===== config.mk =====
export PLATFORM = sky130hd
export DESIGN_NAME = smf_framer
export DESIGN_NICKNAME = d
export VERILOG_FILES = /design/src/design/smf_pkg.sv /design/src/design/smf_framer.sv /design/src/design/smf_mem.sv
export SDC_FILE = /design/constraint.sdc
export NUM_CORES = 1
export LEC_CHECK = 0
export BUFFER_PORTS_ARGS = -buffer_cell sky130_fd_sc_hd__buf_2
export CAP_MARGIN = 25
export CORE_UTILIZATION = 48
export DETAILED_ROUTE_END_ITERATION = 10
export PLACE_DENSITY = 0.71
export SETUP_SLACK_MARGIN = 0.1
export SLEW_MARGIN = 10
export SYNTH_ARGS = -nofsm -noshare
export SYNTH_HDL_FRONTEND = slang
export SYNTH_HIERARCHICAL = 1
export SYNTH_SLANG_ARGS = --single-unit

===== constraint.sdc =====
create_clock -name mclk -period 4.2 [get_ports mclk]
set_input_delay 0.63 -clock mclk [delete_from_list [all_inputs] [get_ports mclk]]
set_output_delay 0.63 -clock mclk [all_outputs]
set_load 0.005 [all_outputs]

===== src/design/smf_pkg.sv =====
// Constants, register map and field layout of the serial message framer.
package smf_pkg;
    // ==========================================================
    // Register offsets (byte addresses on the 8-bit register port).
    localparam logic [7:0] REG_CTRL = 8'h00;    // Mode [1:0], flow control enable [2].
    localparam logic [7:0] REG_END = 8'h04;     // End character.
    localparam logic [7:0] REG_FIXLEN = 8'h08;  // Fixed receive length.
    localparam logic [7:0] REG_TIMEOUT = 8'h0c; // Inter-character timeout in microseconds.
    localparam logic [7:0] REG_TXLEN = 8'h10;   // Writing while idle starts a send of this many bytes, or up to the end character in end and printer modes.
    localparam logic [7:0] REG_TXDATA = 8'h14;  // Appends one byte to the transmit buffer.
    localparam logic [7:0] REG_STATUS = 8'h18;  // Status flags, write one to clear bits 1:0.
    localparam logic [7:0] REG_MBXCNT = 8'h1c;  // Mailbox count word: received byte count.
    localparam logic [7:0] REG_LINES = 8'h20;   // Printer line counter.
    localparam logic [7:0] MBX_BASE = 8'h80;    // Mailbox payload bytes, one per word.
    // ==========================================================
    // Field positions and reset values.
    localparam int CTRL_FLOW_BIT = 2;
    localparam int ST_READY_BIT = 0;
    localparam int ST_DISCARD_BIT = 1;
    localparam int ST_BUSY_BIT = 2;
    localparam int ST_PAUSED_BIT = 3;
    localparam logic [2:0] CTRL_RESET = 3'h0;
    localparam logic [7:0] END_RESET = 8'h0d;
    localparam logic [5:0] FIXLEN_RESET = 6'h01;
    localparam logic [15:0] TIMEOUT_RESET = 16'h03e8;
    // ==========================================================
    // Framing modes.
    localparam logic [1:0] MODE_GAP = 2'h0;
    localparam logic [1:0] MODE_END = 2'h1;
    localparam logic [1:0] MODE_FIX = 2'h2;
    localparam logic [1:0] MODE_PRN = 2'h3;
    // ==========================================================
    // Characters and sizes.
    localparam logic [7:0] FLOW_RESUME = 8'h11;
    localparam logic [7:0] FLOW_PAUSE = 8'h13;
    localparam logic [7:0] CHAR_LF = 8'h0a;
    localparam logic [6:0] LINE_WIDTH = 7'h50;
    localparam int MBX_AW = 5;
    localparam int MBX_DEPTH = 32;
    // ==========================================================
    // Timing: the gap timer advances on a one-microsecond tick.
    localparam int CLK_NS = 50;
    localparam int TICK_NS = 1000;
    localparam int TICK_CYC = (TICK_NS + CLK_NS - 1) / CLK_NS;
    // Transmit engine states.
    typedef enum logic [2:0] {TX_IDLE, TX_FETCH, TX_LOAD, TX_SEND, TX_BREAK} smf_tx_state_t;
endpackage : smf_pkg


===== src/design/smf_framer.sv =====
// Serial message framer: four framing modes, mailbox, transmit buffer.
`timescale 1ns/100ps
module smf_framer (
    // Clock and reset.
    input wire logic mclk,
    input wire logic arst_n,
    // Register port.
    input wire logic [7:0] reg_addr,
    input wire logic [31:0] reg_wdata,
    input wire logic reg_wr,
    input wire logic reg_rd,
    output logic [31:0] reg_rdata,
    // Received bytes from the line receiver.
    input wire logic [7:0] rx_byte,
    input wire logic rx_valid,
    // Bytes to the line transmitter.
    output logic [7:0] tx_byte_q,
    output logic tx_valid_q,
    input wire logic tx_ready
);
    import smf_pkg::*;
    // ==========================================================
    // Configuration and status registers.
    logic [2:0] ctrl_q;                // Static mode and flow enable.
    logic [7:0] end_q;                 // End character.
    logic [5:0] fixlen_q;              // Fixed receive length.
    logic [15:0] timeout_q;            // Gap limit in ticks.
    logic [5:0] tx_len_q;              // Bytes to send.
    logic [MBX_AW-1:0] tx_wr_idx_q;    // Next transmit buffer slot.
    logic [5:0] mbx_cnt_q;             // Mailbox count word.
    logic ready_q;                     // A message waits in the mailbox.
    logic discard_q;                   // A partial message was dropped.
    logic paused_q;                    // Partner asked us to pause.
    logic [15:0] lines_q;              // Printer line counter.
    logic [6:0] col_q;                 // Printer column.
    logic [31:0] rdata_reg_q;          // Register read result.
    logic rd_mem_q;                    // Last read went to the mailbox.
    logic [7:0] mbx_rdata;             // Mailbox read data.
    logic [7:0] txb_rdata;             // Transmit buffer read data.
    smf_tx_state_t tx_st_q;            // Transmit engine state.
    // Busy is needed by the status read mux, so it is declared before the decode.
    wire tx_busy = tx_st_q != TX_IDLE;
    wire [1:0] mode = ctrl_q[1:0];
    wire flow_en = ctrl_q[CTRL_FLOW_BIT];
    // ==========================================================
    // Address decode.
    wire wr_ctrl = reg_wr && reg_addr == REG_CTRL;
    wire wr_end = reg_wr && reg_addr == REG_END;
    wire wr_fix = reg_wr && reg_addr == REG_FIXLEN;
    wire wr_tmo = reg_wr && reg_addr == REG_TIMEOUT;
    wire wr_txlen = reg_wr && reg_addr == REG_TXLEN;
    wire wr_txdata = reg_wr && reg_addr == REG_TXDATA;
    wire wr_status = reg_wr && reg_addr == REG_STATUS;
    wire rd_mem = reg_rd && reg_addr[7] && reg_addr[1:0] == 2'h0;
    wire [MBX_AW-1:0] mbx_raddr = reg_addr[MBX_AW+1:2];
    // Unmapped addresses read as zero.
    wire [31:0] reg_val =
        reg_addr == REG_CTRL ? {29'h0, ctrl_q} :
        reg_addr == REG_END ? {24'h0, end_q} :
        reg_addr == REG_FIXLEN ? {26'h0, fixlen_q} :
        reg_addr == REG_TIMEOUT ? {16'h0, timeout_q} :
        reg_addr == REG_TXLEN ? {26'h0, tx_len_q} :
        reg_addr == REG_STATUS ? {28'h0, paused_q, tx_busy, discard_q, ready_q} :
        reg_addr == REG_MBXCNT ? {26'h0, mbx_cnt_q} :
        reg_addr == REG_LINES ? {16'h0, lines_q} : 32'h0;
    // Both sources are flops; the select is registered with them.
    assign reg_rdata = rd_mem_q ? {24'h0, mbx_rdata} : rdata_reg_q;
    // ==========================================================
    // Tick divider for the gap timer.
    logic [4:0] div_q;
    wire tick = div_q == 5'(TICK_CYC - 1);
    always_ff @(posedge mclk or negedge arst_n) begin
        if (!arst_n) begin
            div_q <= 5'h0;
        end else begin
            div_q <= tick ? 5'h0 : div_q + 5'h1;
        end
    end
    // ==========================================================
    // Receive path.
    logic rx_active_q;                 // A message is in progress.
    logic [5:0] rx_idx_q;              // Bytes stored so far.
    logic [15:0] gap_q;                // Ticks since the last data character.
    wire is_flow = flow_en && (rx_byte == FLOW_RESUME || rx_byte == FLOW_PAUSE);
    wire rx_data = rx_valid && !is_flow && mode != MODE_PRN;
    wire rx_we = rx_data && rx_idx_q < 6'(MBX_DEPTH);
    wire expire = rx_active_q && !rx_data && tick && gap_q >= timeout_q;
    wire overflow = rx_data && rx_idx_q == 6'(MBX_DEPTH);
    wire [5:0] rx_next = rx_idx_q + 6'h1;
    // A message completes on gap expiry, end character or fixed length.
    wire done_gap = expire && mode == MODE_GAP;
    wire done_end = rx_we && mode == MODE_END && rx_byte == end_q;
    wire done_fix = rx_we && mode == MODE_FIX && rx_next == fixlen_q;
    wire rx_done = done_gap || done_end || done_fix;
    wire rx_drop = (expire && mode != MODE_GAP) || overflow;
    wire [5:0] done_cnt = done_gap ? rx_idx_q : rx_next;
    // Track message progress and the gap since the last data character.
    always_ff @(posedge mclk or negedge arst_n) begin
        if (!arst_n) begin
            rx_active_q <= 1'b0;
            rx_idx_q <= 6'h0;
            gap_q <= 16'h0;
        end else if (rx_done || rx_drop) begin
            rx_active_q <= 1'b0;
            rx_idx_q <= 6'h0;
            gap_q <= 16'h0;
        end else if (rx_we) begin
            rx_active_q <= 1'b1;
            rx_idx_q <= rx_next;
            gap_q <= 16'h0;
        end else if (rx_active_q && tick) begin
            gap_q <= gap_q + 16'h1;
        end
    end
    // The count word moves only when a message completes.
    always_ff @(posedge mclk or negedge arst_n) begin
        if (!arst_n) begin
            mbx_cnt_q <= 6'h0;
        end else if (rx_done) begin
            mbx_cnt_q <= done_cnt;
        end
    end
    // Sticky flags: a new event wins over a software clear.
    always_ff @(posedge mclk or negedge arst_n) begin
        if (!arst_n) begin
            ready_q <= 1'b0;
            discard_q <= 1'b0;
        end else begin
            ready_q <= rx_done || (ready_q && !(wr_status && reg_wdata[ST_READY_BIT]));
            discard_q <= rx_drop || (discard_q && !(wr_status && reg_wdata[ST_DISCARD_BIT]));
        end
    end
    // Flow characters steer the transmitter, never the mailbox.
    always_ff @(posedge mclk or negedge arst_n) begin
        if (!arst_n) begin
            paused_q <= 1'b0;
        end else if (!flow_en) begin
            paused_q <= 1'b0;
        end else if (rx_valid && is_flow) begin
            paused_q <= rx_byte == FLOW_PAUSE;
        end
    end
    smf_mem u_mbx (
        .mclk(mclk),
        .we(rx_we),
        .waddr(rx_idx_q[MBX_AW-1:0]),
        .wdata(rx_byte),
        .raddr(mbx_raddr),
        .rdata_q(mbx_rdata)
    );
    // ==========================================================
    // Configuration registers; mode is meant to stay static while busy.
    always_ff @(posedge mclk or negedge arst_n) begin
        if (!arst_n) begin
            ctrl_q <= CTRL_RESET;
            end_q <= END_RESET;
            fixlen_q <= FIXLEN_RESET;
            timeout_q <= TIMEOUT_RESET;
        end else begin
            if (wr_ctrl) ctrl_q <= reg_wdata[2:0];
            if (wr_end) end_q <= reg_wdata[7:0];
            if (wr_fix) fixlen_q <= reg_wdata[5:0];
            if (wr_tmo) timeout_q <= reg_wdata[15:0];
        end
    end
    // Read data stand in the cycle after the strobe.
    always_ff @(posedge mclk or negedge arst_n) begin
        if (!arst_n) begin
            rdata_reg_q <= 32'h0;
            rd_mem_q <= 1'b0;
        end else begin
            rdata_reg_q <= reg_rd ? reg_val : 32'h0;
            rd_mem_q <= rd_mem;
        end
    end
    // ==========================================================
    // Transmit path.
    logic [5:0] tx_idx_q;              // Byte being sent.
    logic last_q;                      // Data byte just sent ended the message.
    wire start = wr_txlen && !tx_busy && reg_wdata[5:0] != 6'h0;
    wire tx_hs = tx_valid_q && tx_ready;
    wire is_end = (mode == MODE_END || mode == MODE_PRN) && tx_byte_q == end_q;
    wire is_last = is_end || tx_idx_q + 6'h1 == tx_len_q;
    wire need_break = mode == MODE_PRN && tx_byte_q != CHAR_LF && col_q == LINE_WIDTH - 7'h1 && !is_end;
    // Buffer fill pointer restarts with each send.
    always_ff @(posedge mclk or negedge arst_n) begin
        if (!arst_n) begin
            tx_wr_idx_q <= '0;
            tx_len_q <= 6'h0;
        end else if (start) begin
            tx_wr_idx_q <= '0;
            tx_len_q <= reg_wdata[5:0];
        end else if (wr_txdata && !tx_busy) begin
            tx_wr_idx_q <= tx_wr_idx_q + 1'b1;
        end
    end
    smf_mem u_txb (
        .mclk(mclk),
        .we(wr_txdata && !tx_busy),
        .waddr(tx_wr_idx_q),
        .wdata(reg_wdata[7:0]),
        .raddr(tx_idx_q[MBX_AW-1:0]),
        .rdata_q(txb_rdata)
    );
    // Fetch, present, and in printer mode break long lines.
    always_ff @(posedge mclk or negedge arst_n) begin
        if (!arst_n) begin
            tx_st_q <= TX_IDLE;
            tx_idx_q <= 6'h0;
            tx_byte_q <= 8'h0;
            tx_valid_q <= 1'b0;
            last_q <= 1'b0;
        end else begin
            case (tx_st_q)
                TX_IDLE: begin
                    if (start) begin
                        tx_idx_q <= 6'h0;
                        tx_st_q <= TX_FETCH;
                    end
                end
                TX_FETCH: begin
                    // A paused partner holds the next byte back.
                    if (!paused_q) tx_st_q <= TX_LOAD;
                end
                TX_LOAD: begin
                    tx_byte_q <= txb_rdata;
                    tx_valid_q <= 1'b1;
                    tx_st_q <= TX_SEND;
                end
                TX_SEND: begin
                    if (tx_hs) begin
                        tx_valid_q <= 1'b0;
                        last_q <= is_last;
                        tx_idx_q <= tx_idx_q + 6'h1;
                        if (need_break) begin
                            tx_byte_q <= CHAR_LF;
                            tx_valid_q <= 1'b1;
                            tx_st_q <= TX_BREAK;
                        end else begin
                            tx_st_q <= is_last ? TX_IDLE : TX_FETCH;
                        end
                    end
                end
                TX_BREAK: begin
                    if (tx_hs) begin
                        tx_valid_q <= 1'b0;
                        tx_st_q <= last_q ? TX_IDLE : TX_FETCH;
                    end
                end
                default: tx_st_q <= TX_IDLE;
            endcase
        end
    end
    // Printer line state survives between messages.
    always_ff @(posedge mclk or negedge arst_n) begin
        if (!arst_n) begin
            lines_q <= 16'h0;
            col_q <= 7'h0;
        end else if (tx_hs && mode == MODE_PRN) begin
            if (tx_byte_q == CHAR_LF) begin
                lines_q <= lines_q + 16'h1;
                col_q <= 7'h0;
            end else begin
                col_q <= col_q + 7'h1;
            end
        end
    end
    // ==========================================================
    // Assertions and covers.
    property p_flow_no_store;
        @(posedge mclk) disable iff (!arst_n) rx_valid && is_flow |-> !rx_we;
    endproperty
    a_flow_no_store: assert property (p_flow_no_store) else $error("flow char stored");
    property p_prn_drop;
        @(posedge mclk) disable iff (!arst_n) rx_valid && mode == MODE_PRN |-> !rx_we && !rx_done;
    endproperty
    a_prn_drop: assert property (p_prn_drop) else $error("printer mode stored a byte");
    property p_fix_count;
        @(posedge mclk) disable iff (!arst_n) rx_done && mode == MODE_FIX |=> mbx_cnt_q == fixlen_q && ready_q;
    endproperty
    a_fix_count: assert property (p_fix_count) else $error("fixed count wrong");
    property p_end_count;
        @(posedge mclk) disable iff (!arst_n)
            rx_done && mode == MODE_END |-> rx_byte == end_q ##1 mbx_cnt_q == $past(rx_idx_q) + 6'h1;
    endproperty
    a_end_count: assert property (p_end_count) else $error("end count wrong");
    property p_drop_keeps;
        @(posedge mclk) disable iff (!arst_n) rx_drop |=> $stable(mbx_cnt_q) && discard_q && !rx_active_q;
    endproperty
    a_drop_keeps: assert property (p_drop_keeps) else $error("discard touched count");
    property p_gap_done;
        @(posedge mclk) disable iff (!arst_n) expire && mode == MODE_GAP |=> ready_q && mbx_cnt_q == $past(rx_idx_q);
    endproperty
    a_gap_done: assert property (p_gap_done) else $error("gap end missed");
    property p_tx_end_stop;
        @(posedge mclk) disable iff (!arst_n) tx_hs && tx_st_q == TX_SEND && is_end |=> !tx_busy && !tx_valid_q;
    endproperty
    a_tx_end_stop: assert property (p_tx_end_stop) else $error("send ran past end char");
    property p_tx_len;
        @(posedge mclk) disable iff (!arst_n) tx_st_q == TX_SEND |-> tx_idx_q < tx_len_q;
    endproperty
    a_tx_len: assert property (p_tx_len) else $error("send ran past length");
    property p_lines_kept;
        @(posedge mclk) disable iff (!arst_n) start |=> $stable(lines_q) && $stable(col_q);
    endproperty
    a_lines_kept: assert property (p_lines_kept) else $error("line state lost");
    property p_flow_gap;
        @(posedge mclk) disable iff (!arst_n) rx_valid && is_flow && rx_active_q && !tick |=> $stable(gap_q);
    endproperty
    a_flow_gap: assert property (p_flow_gap) else $error("flow char moved gap timer");
    c_end_msg: cover property (@(posedge mclk) disable iff (!arst_n) done_end);
    c_drop: cover property (@(posedge mclk) disable iff (!arst_n) rx_drop && mode == MODE_FIX);
    c_break: cover property (@(posedge mclk) disable iff (!arst_n) tx_st_q == TX_BREAK && tx_hs);
endmodule : smf_framer


===== src/design/smf_mem.sv =====
// Byte memory with one write port and one registered read port.
`timescale 1ns/100ps
module smf_mem (
    // Clock.
    input wire logic mclk,
    // Write port.
    input wire logic we,
    input wire logic [smf_pkg::MBX_AW-1:0] waddr,
    input wire logic [7:0] wdata,
    // Read port.
    input wire logic [smf_pkg::MBX_AW-1:0] raddr,
    output logic [7:0] rdata_q
);
    import smf_pkg::*;
    // ==========================================================
    // Storage has no reset; software only trusts bytes below the count word.
    logic [7:0] mem [MBX_DEPTH];
    // Write and registered read share one short process.
    always_ff @(posedge mclk) begin
        if (we) begin
            mem[waddr] <= wdata;
        end
        rdata_q <= mem[raddr];
    end
endmodule : smf_mem


### Word level (Yosys, flattened, before mapping)

Memory sizes are Yosys's and may differ from the RTL's. A register that Yosys moved wholly into a read port is not among the register bits.
Cells that the tools add are included.

* memories kept: 2
* memory bits (writable): 512
* word-level logic and storage cells: 185
* input bits: 54
* bits in registers: 140
* output and inout bits: 41

Memories
* u_mbx.mem: depth 32, bits a word 8, read ports 1, clocked after memory_dff 1, write ports 1, line smf_mem.sv:17 `logic [7:0] mem [MBX_DEPTH];`
* u_txb.mem: depth 32, bits a word 8, read ports 1, clocked after memory_dff 1, write ports 1, line smf_mem.sv:17

* reductions and logical operators: 72
* add/subtract/negate cells: 7
* equal/unequal tests: 33
* mux-type cells: 46
* magnitude comparators: 2

Operator list (number)
* $mux 16: 13
* $eq 8x5->1 const B: 6
* $logic_and 1x1->1: 38
* $add 16x1->16 const B: 2
* $mux 6: 5
* $eq 8x4->1 const B: 3
* $eq 8x8->1: 2
* $ge 16x16->1: 1
* $mux 8: 2
* $pmux 8 s2: 1
* $mux 3: 5
* $mux 5: 3
* $pmux 3 s5: 1
* $mux 1: 13
* $add 6x1->6 const B: 2
* $eq 6x6->1: 2
* $ne 2x2->1 const B: 6
* $pmux 6 s2: 1
* $add 5x1->5 const B: 2
* $reduce_bool 2->1: 5
* $logic_or 1x1->1: 9
* $reduce_and 3->1: 3
* $reduce_bool 3->1: 3
* $eq 8x3->1 const B: 1
* 22 further kinds: 31

### Longest topological paths before layout

* depth in word-level cells: 15
* gate-level depth with buffers: 9
* gate-level depth less buffers: 8

### Modules after synthesis

Netlist, hierarchy kept.

Modules (own cells, without submodules)
* smf_mem: area each 10053.4 um^2, sequential area each 7847.5 um^2, cells each 417, instances 2
* smf_framer: area each 7719.9 um^2, sequential area each 3515.9 um^2, cells each 786, instances 1

### Worst setup path before layout

OpenSTA, ideal clock, no wires.

* path type: input-to-reg
* from: input rx_byte[4]
* to: memory u_mbx.mem[0][0], enable pin
* setup slack: 1211 ps
* data arrival time: 2619 ps
* buffers on the path: 2
* stages: 9
* cell sequence: or4b_2 > o21ai_0 > nor2_1 > nand2b_1 > buf_4 > inv_1 > or3b_2 > clkbuf_1 > nor2_1

* word-level cells in the longest chain between the ends: 9
* elaborated cells between the ends (all ways): 10

RTL lines
* from (decl): line smf_framer.sv:14 `input wire logic [7:0] rx_byte,`
* $eq 8x5->1: line smf_framer.sv:84 `wire is_flow = flow_en && (rx_byte == FLOW_RESUME || rx_byte == FLOW_PAUSE);`
* $logic_or 1x1->1 (*): line smf_framer.sv:84
* $logic_and 1x1->1 (*): line smf_framer.sv:84
* $logic_not 1->1 (*): line smf_framer.sv:85 `wire rx_data = rx_valid && !is_flow && mode != MODE_PRN;`
* $logic_and 1x1->1 (*) (2 in a row): line smf_framer.sv:85
* $logic_and 1x1->1 (*): line smf_framer.sv:86 `wire rx_we = rx_data && rx_idx_q < 6'(MBX_DEPTH);`
* named net rx_we: line smf_framer.sv:86
* $mux 1 (*): line smf_mem.sv:20 `if (we) begin`
* $mux 1 (not written as such) (*): line smf_mem.sv:21 `mem[waddr] <= wdata;`
* to (decl): line smf_mem.sv:17

The timed path passes the listed nets; every way through them passes the cells marked *.

### Worst setup path in the final report

* from: register ctrl_q[2]
* to: memory u_mbx.mem[14][1], enable pin

* word-level cells in the longest chain between the ends: 7

RTL lines
* from (decl): line smf_framer.sv:24 `logic [2:0] ctrl_q;`
* from (signal assigned): line smf_framer.sv:160 `if (wr_ctrl) ctrl_q <= reg_wdata[2:0];`
* $logic_and 1x1->1: line smf_framer.sv:84
* $logic_not 1->1: line smf_framer.sv:85
* $logic_and 1x1->1 (2 in a row): line smf_framer.sv:85
* $logic_and 1x1->1: line smf_framer.sv:86
* named net rx_we: line smf_framer.sv:86
* $mux 1: line smf_mem.sv:20
* $mux 1 (not written as such): line smf_mem.sv:21

The timed path passes the listed nets, and every way through them passes these cells.

==> reports/qor.csv <==
stage,metric,value,unit
clock_tree,CTS tree,built,
drt,WL per Instance,23.3,microns
finish,area occupied by multi-input gates,8120,sq um
place,"Cell Area, Placed",29200,sq um
logic_synthesis,average instance area after synthesis,17.2,sq um
global_routing,global-route wire length before repair,91800,microns
setup_path,Crit. path cell count,8,
logic_synthesis,"Warnings, synthesis",6,
finish,area grow syn2layout,12.5,%
global_routing,GRT overflow,0,
clock_tree,CTS buffer count,66,
drt,drt pass-1 iters,5,
pwr,pwr dens,513,nW/um^2
floorplanning,FP Rows,87,
finish,storage element area,19200,sq um
sta,RSZ-0062 raised after global routing,no,
sta,post-route minimum period,3.28,ns
logic_synthesis,post-synthesis cell count,1620,
place,Final GP Congestion,0.901,
sta,final hold vios,0,
sta,setup total negative slack,0,ns
logic_synthesis,Synth Flop Type,edfxtp_1,
place,placed cells,2438,
setup_path,most frequent CP cell,nor2_1,
setup_path,family with the most delay on the worst path,simple AND/OR/NAND/NOR gates,
setup_path,worst reg2reg path depth,8,
floorplanning,Die H,243,microns
sta,Worst Tran Pin Value,0.983,ns
job,Max-cap violations,0,
clock_tree,total setup buffers inserted after CTS,0,
status,status,finished clean,
global_routing,All-Layer GR Usage,20.7,%
drt,via count,14900,
pwr,NetSw,0.00412,W
floorplanning,IO Pins,95,
setup_path,Worst path max stage delay,0.64,ns
pwr,combinational share of power,15.7,%
logic_synthesis,register area share after synthesis,69.0,%
finish,# diodes,0,
logic_synthesis,Synth cell types,73,
sta,final setup fails,0,
setup_path,Crit Path Max Fanout,8,
clock_tree,Sink Count,668,
drt,"antenna viol nets, final",0,
global_routing,largest net degree at the start of global routing,83,
finish,Finished Cell Area,31300,sq um
setup_path,type of origin of the critical path,flop,
sta,Pins Over Slew Limit,0,
logic_synthesis,Yosys reg bits,668,
setup_path,Crit. End Element,flop,
drt,Via density,5.85,
sta,clock skew,0.0342,ns
clock_tree,CTS H-tree depth,3,
pwr,Lkg Pwr,10.9,nW
floorplanning,Die Wd,243,microns
global_routing,initial antenna violation count,0,
logic_synthesis,Syn Std Cell Area,27800,sq um
clock_tree,hold buffers post-CTS,0,
pwr,Pint,0.0119,W
drt,DR iter-0 viols,1278,
finish,FILL cells,4375,
setup_path,Worst Path Buf+Inv,2,
sta,Max Freq,305,MHz
clock_tree,Root Buffer Master,clkbuf_16,
worst_hold_path,type of the most critical hold path,input port to asynchronous set/reset pin,
sta,Slew HR,34.4,%
pwr,switching share of power,25.7,%
clock_tree,Clock transition at path regs,0.06,ns
setup_path,Crit path required time,4.48,ns
setup_path,slowest CP cell,or4bb_1,
finish,nets,1828,
setup_path,WP data arrival,3.56,ns
pwr,Total Power,0.0161,W
place,port bufs,62,
finish,Non-Filler Instances,2554,
pwr,Flop pwr share,49.3,%
pwr,Clk pwr share,35.0,%
setup_path,worst-path cell chain,or4bb_1 > o21ai_0 > nor2_1 > nand2b_1 > inv_1 > buf_4 > nand3b_1 > nor2_1,
floorplanning,core area,56800,sq um
place,detailed placement HPWL,38800,microns
clock_tree,post_cts resized,0,
clock_tree,CTS Buffer Depth,3,
logic_synthesis,Post-synth EDFFs,512,
finish,share of post-route cells with drive strength above 1,25.9,%
global_routing,vias in the first global route,15000,
drt,DRC violations left,0,
sta,final period utilization,78.2,%
drt,routed wire length,59500,microns
clock_tree,"Clk Latency, worst-skew pair",0.61,ns
floorplanning,DIE AREA,58900,sq um
logic_synthesis,Synth async-reset ratio,21.0,%
setup_path,Setup CP Type,flop to flop,
floorplanning,starting density of the core,49.0,%
pwr,VDD IR max,493,uV
layout make-up:
type | instances | area share, %
multi-input combinational | 854 | 26.0
clock inverter | 36 | 0.936
clock buffer | 80 | 5.68
inverter | 37 | 0.444
timing repair buffer | 123 | 2.56
sequential | 668 | 61.4
tap | 756 | 3.02
sequential cells by signal, summed over array words and instances (netlist names), 7 cells and up:
register and flops:
u_mbx/mem 256, u_txb/mem 256, gap_q 16, lines_q 16
rdata_reg_q 16, timeout_q 16, end_q 8, tx_byte_q 8
u_mbx/rdata_q 8, u_txb/rdata_q 8, col_q 7
cell usage after synthesis, types with 6 or more instances:
| cell | count | area share [%] |
|---|---|---|
| nor2b_1 | 10 | 0.22 |
| o211ai_1 | 7 | 0.19 |
| dfrtp_1 | 130 | 12 |
| clkbuf_1 | 28 | 0.38 |
| o21ai_0 | 39 | 0.70 |
| mux2_2 | 59 | 2.4 |
| nand2b_1 | 11 | 0.25 |
| nand3b_1 | 14 | 0.38 |
| and2_1 | 8 | 0.18 |
| a211oi_1 | 6 | 0.16 |
| nand2_1 | 85 | 1.1 |
| nand3_1 | 32 | 0.58 |
| a21oi_1 | 16 | 0.29 |
| mux4_2 | 160 | 13 |
| or3b_2 | 6 | 0.19 |
| nor3_1 | 14 | 0.25 |
| inv_1 | 37 | 0.50 |
| nor4_1 | 8 | 0.18 |
| dfxtp_1 | 16 | 1.2 |
| a22oi_1 | 15 | 0.40 |
| edfxtp_1 | 512 | 55 |
| ha_1 | 24 | 1.1 |
| buf_1 | 12 | 0.16 |
| dfstp_2 | 10 | 0.94 |
| xnor2_1 | 37 | 1.2 |
| buf_4 | 30 | 0.81 |
| nand4_1 | 14 | 0.31 |
| nor2_1 | 144 | 1.9 |
| a22o_1 | 10 | 0.31 |
| xor2_1 | 33 | 1.0 |
| and3_1 | 12 | 0.27 |
power groups by stage:
stage	registers, W	clock network (W)	logic (W)
2_1_floorplan	0.00778	0	0.00193
3_3_place_gp	0.00803	0	0.00248
3_5_place_dp	0.00805	0	0.00253
4_1_cts	0.00792	0.00575	0.00254
5_1_grt	0.00796	0.00599	0.00271
6_report	0.00792	0.00563	0.00252
worst paths after layout:
kind / start / end / slack, ns
worst max-delay path: ctrl_q[2]$_DFFE_PN0P_ / u_mbx/mem[14][1]$_DFFE_PP_ / 0.92
worst min-delay path: arst_n / rdata_reg_q[1]$_DFF_PN0_ / 0.06
worst max register to register: ctrl_q[2]$_DFFE_PN0P_ / u_mbx/mem[14][1]$_DFFE_PP_ / 0.92
worst min register to register: u_txb/rdata_q[0]$_DFF_P_ / tx_byte_q[0]$_DFFE_PN0P_ / 0.46
max in group asynchronous: arst_n / timeout_q[8]$_DFFE_PN1P_ / 3.14
min in group mclk: reg_wdata[10] / timeout_q[10]$_DFFE_PN0P_ / 0.25
cells by family after synthesis:
family          count (synthesis)  share of synthesized area, %
buf+inv                       113                          2.00
mux                           224                          15.5
compound gates                132                          3.22
other cells                     1                        0.0135
flops                         668                          69.0
fa+ha+maj                      24                          1.08
xor+xnor                       72                          2.37
simple gates                  386                          6.76
stage by stage:
stage	hold slack (ns)	util, %	worst slack, ns
after detailed placement	0.445	51.4	0.632
after global routing	0.107	55.1	0.797
after CTS	0.0680	55.1	0.872
after global placement	0.438	51.4	0.692
final	0.0591	55.1	0.917
after floorplan	0.334	-	1.21
worst reg2reg max path, stage by stage, from the launching register on:
cell      delay [ns]
dfrtp_1         0.54
or4bb_1         0.65
o21ai_0         0.53
nor2_1          0.13
nand2b_1        0.16
inv_1           0.06
buf_4           0.15
nand3b_1        0.39
nor2_1          0.36
layout by cell type, fill, tap and decap left out, types with 5 or more instances in the layout:
master / Yosys / routed
edfxtp_1: 512 / 512
dfstp_2: 10 / 10
dfxtp_1: 16 / 16
nand2_1: 85 / 85
nand4_1: 14 / 14
clkinv_1: 0 / 17
and2_1: 8 / 8
inv_1: 37 / 37
or3_1: 5 / 5
ha_1: 24 / 24
mux2i_1: 5 / 5
mux4_2: 160 / 160
a221oi_1: 5 / 5
and3_1: 12 / 12
conb_1: 1 / 16
clkinv_2: 0 / 8
clkbuf_1: 28 / 9
buf_4: 30 / 60
or3b_2: 6 / 6
nand3b_1: 14 / 14
nand3_1: 32 / 32
a22oi_1: 15 / 15
nand2b_1: 11 / 11
o21ai_0: 39 / 39
mux2_2: 59 / 59
xor2_1: 33 / 33
nor2b_1: 10 / 10
nor2_1: 144 / 144
a21oi_1: 16 / 16
a211oi_1: 6 / 6
clkbuf_16: 0 / 68
a22o_1: 10 / 10
xnor2_1: 37 / 37
dfrtp_1: 130 / 128
o211ai_1: 7 / 7
buf_2: 4 / 60
nor4_1: 8 / 7
nor3_1: 14 / 14
layer usage:
layer | vias to the layer above | track usage [%] | wire (microns)
li1 | 6559 | - | -
met1 | 7703 | 28.8 | 25100
met2 | 572 | 32.6 | 28400
met3 | 102 | 4.37 | 4390
met4 | 0 | 6.99 | 1750
met5 | - | 0 | 0
Power figures use the tool's default switching activity.
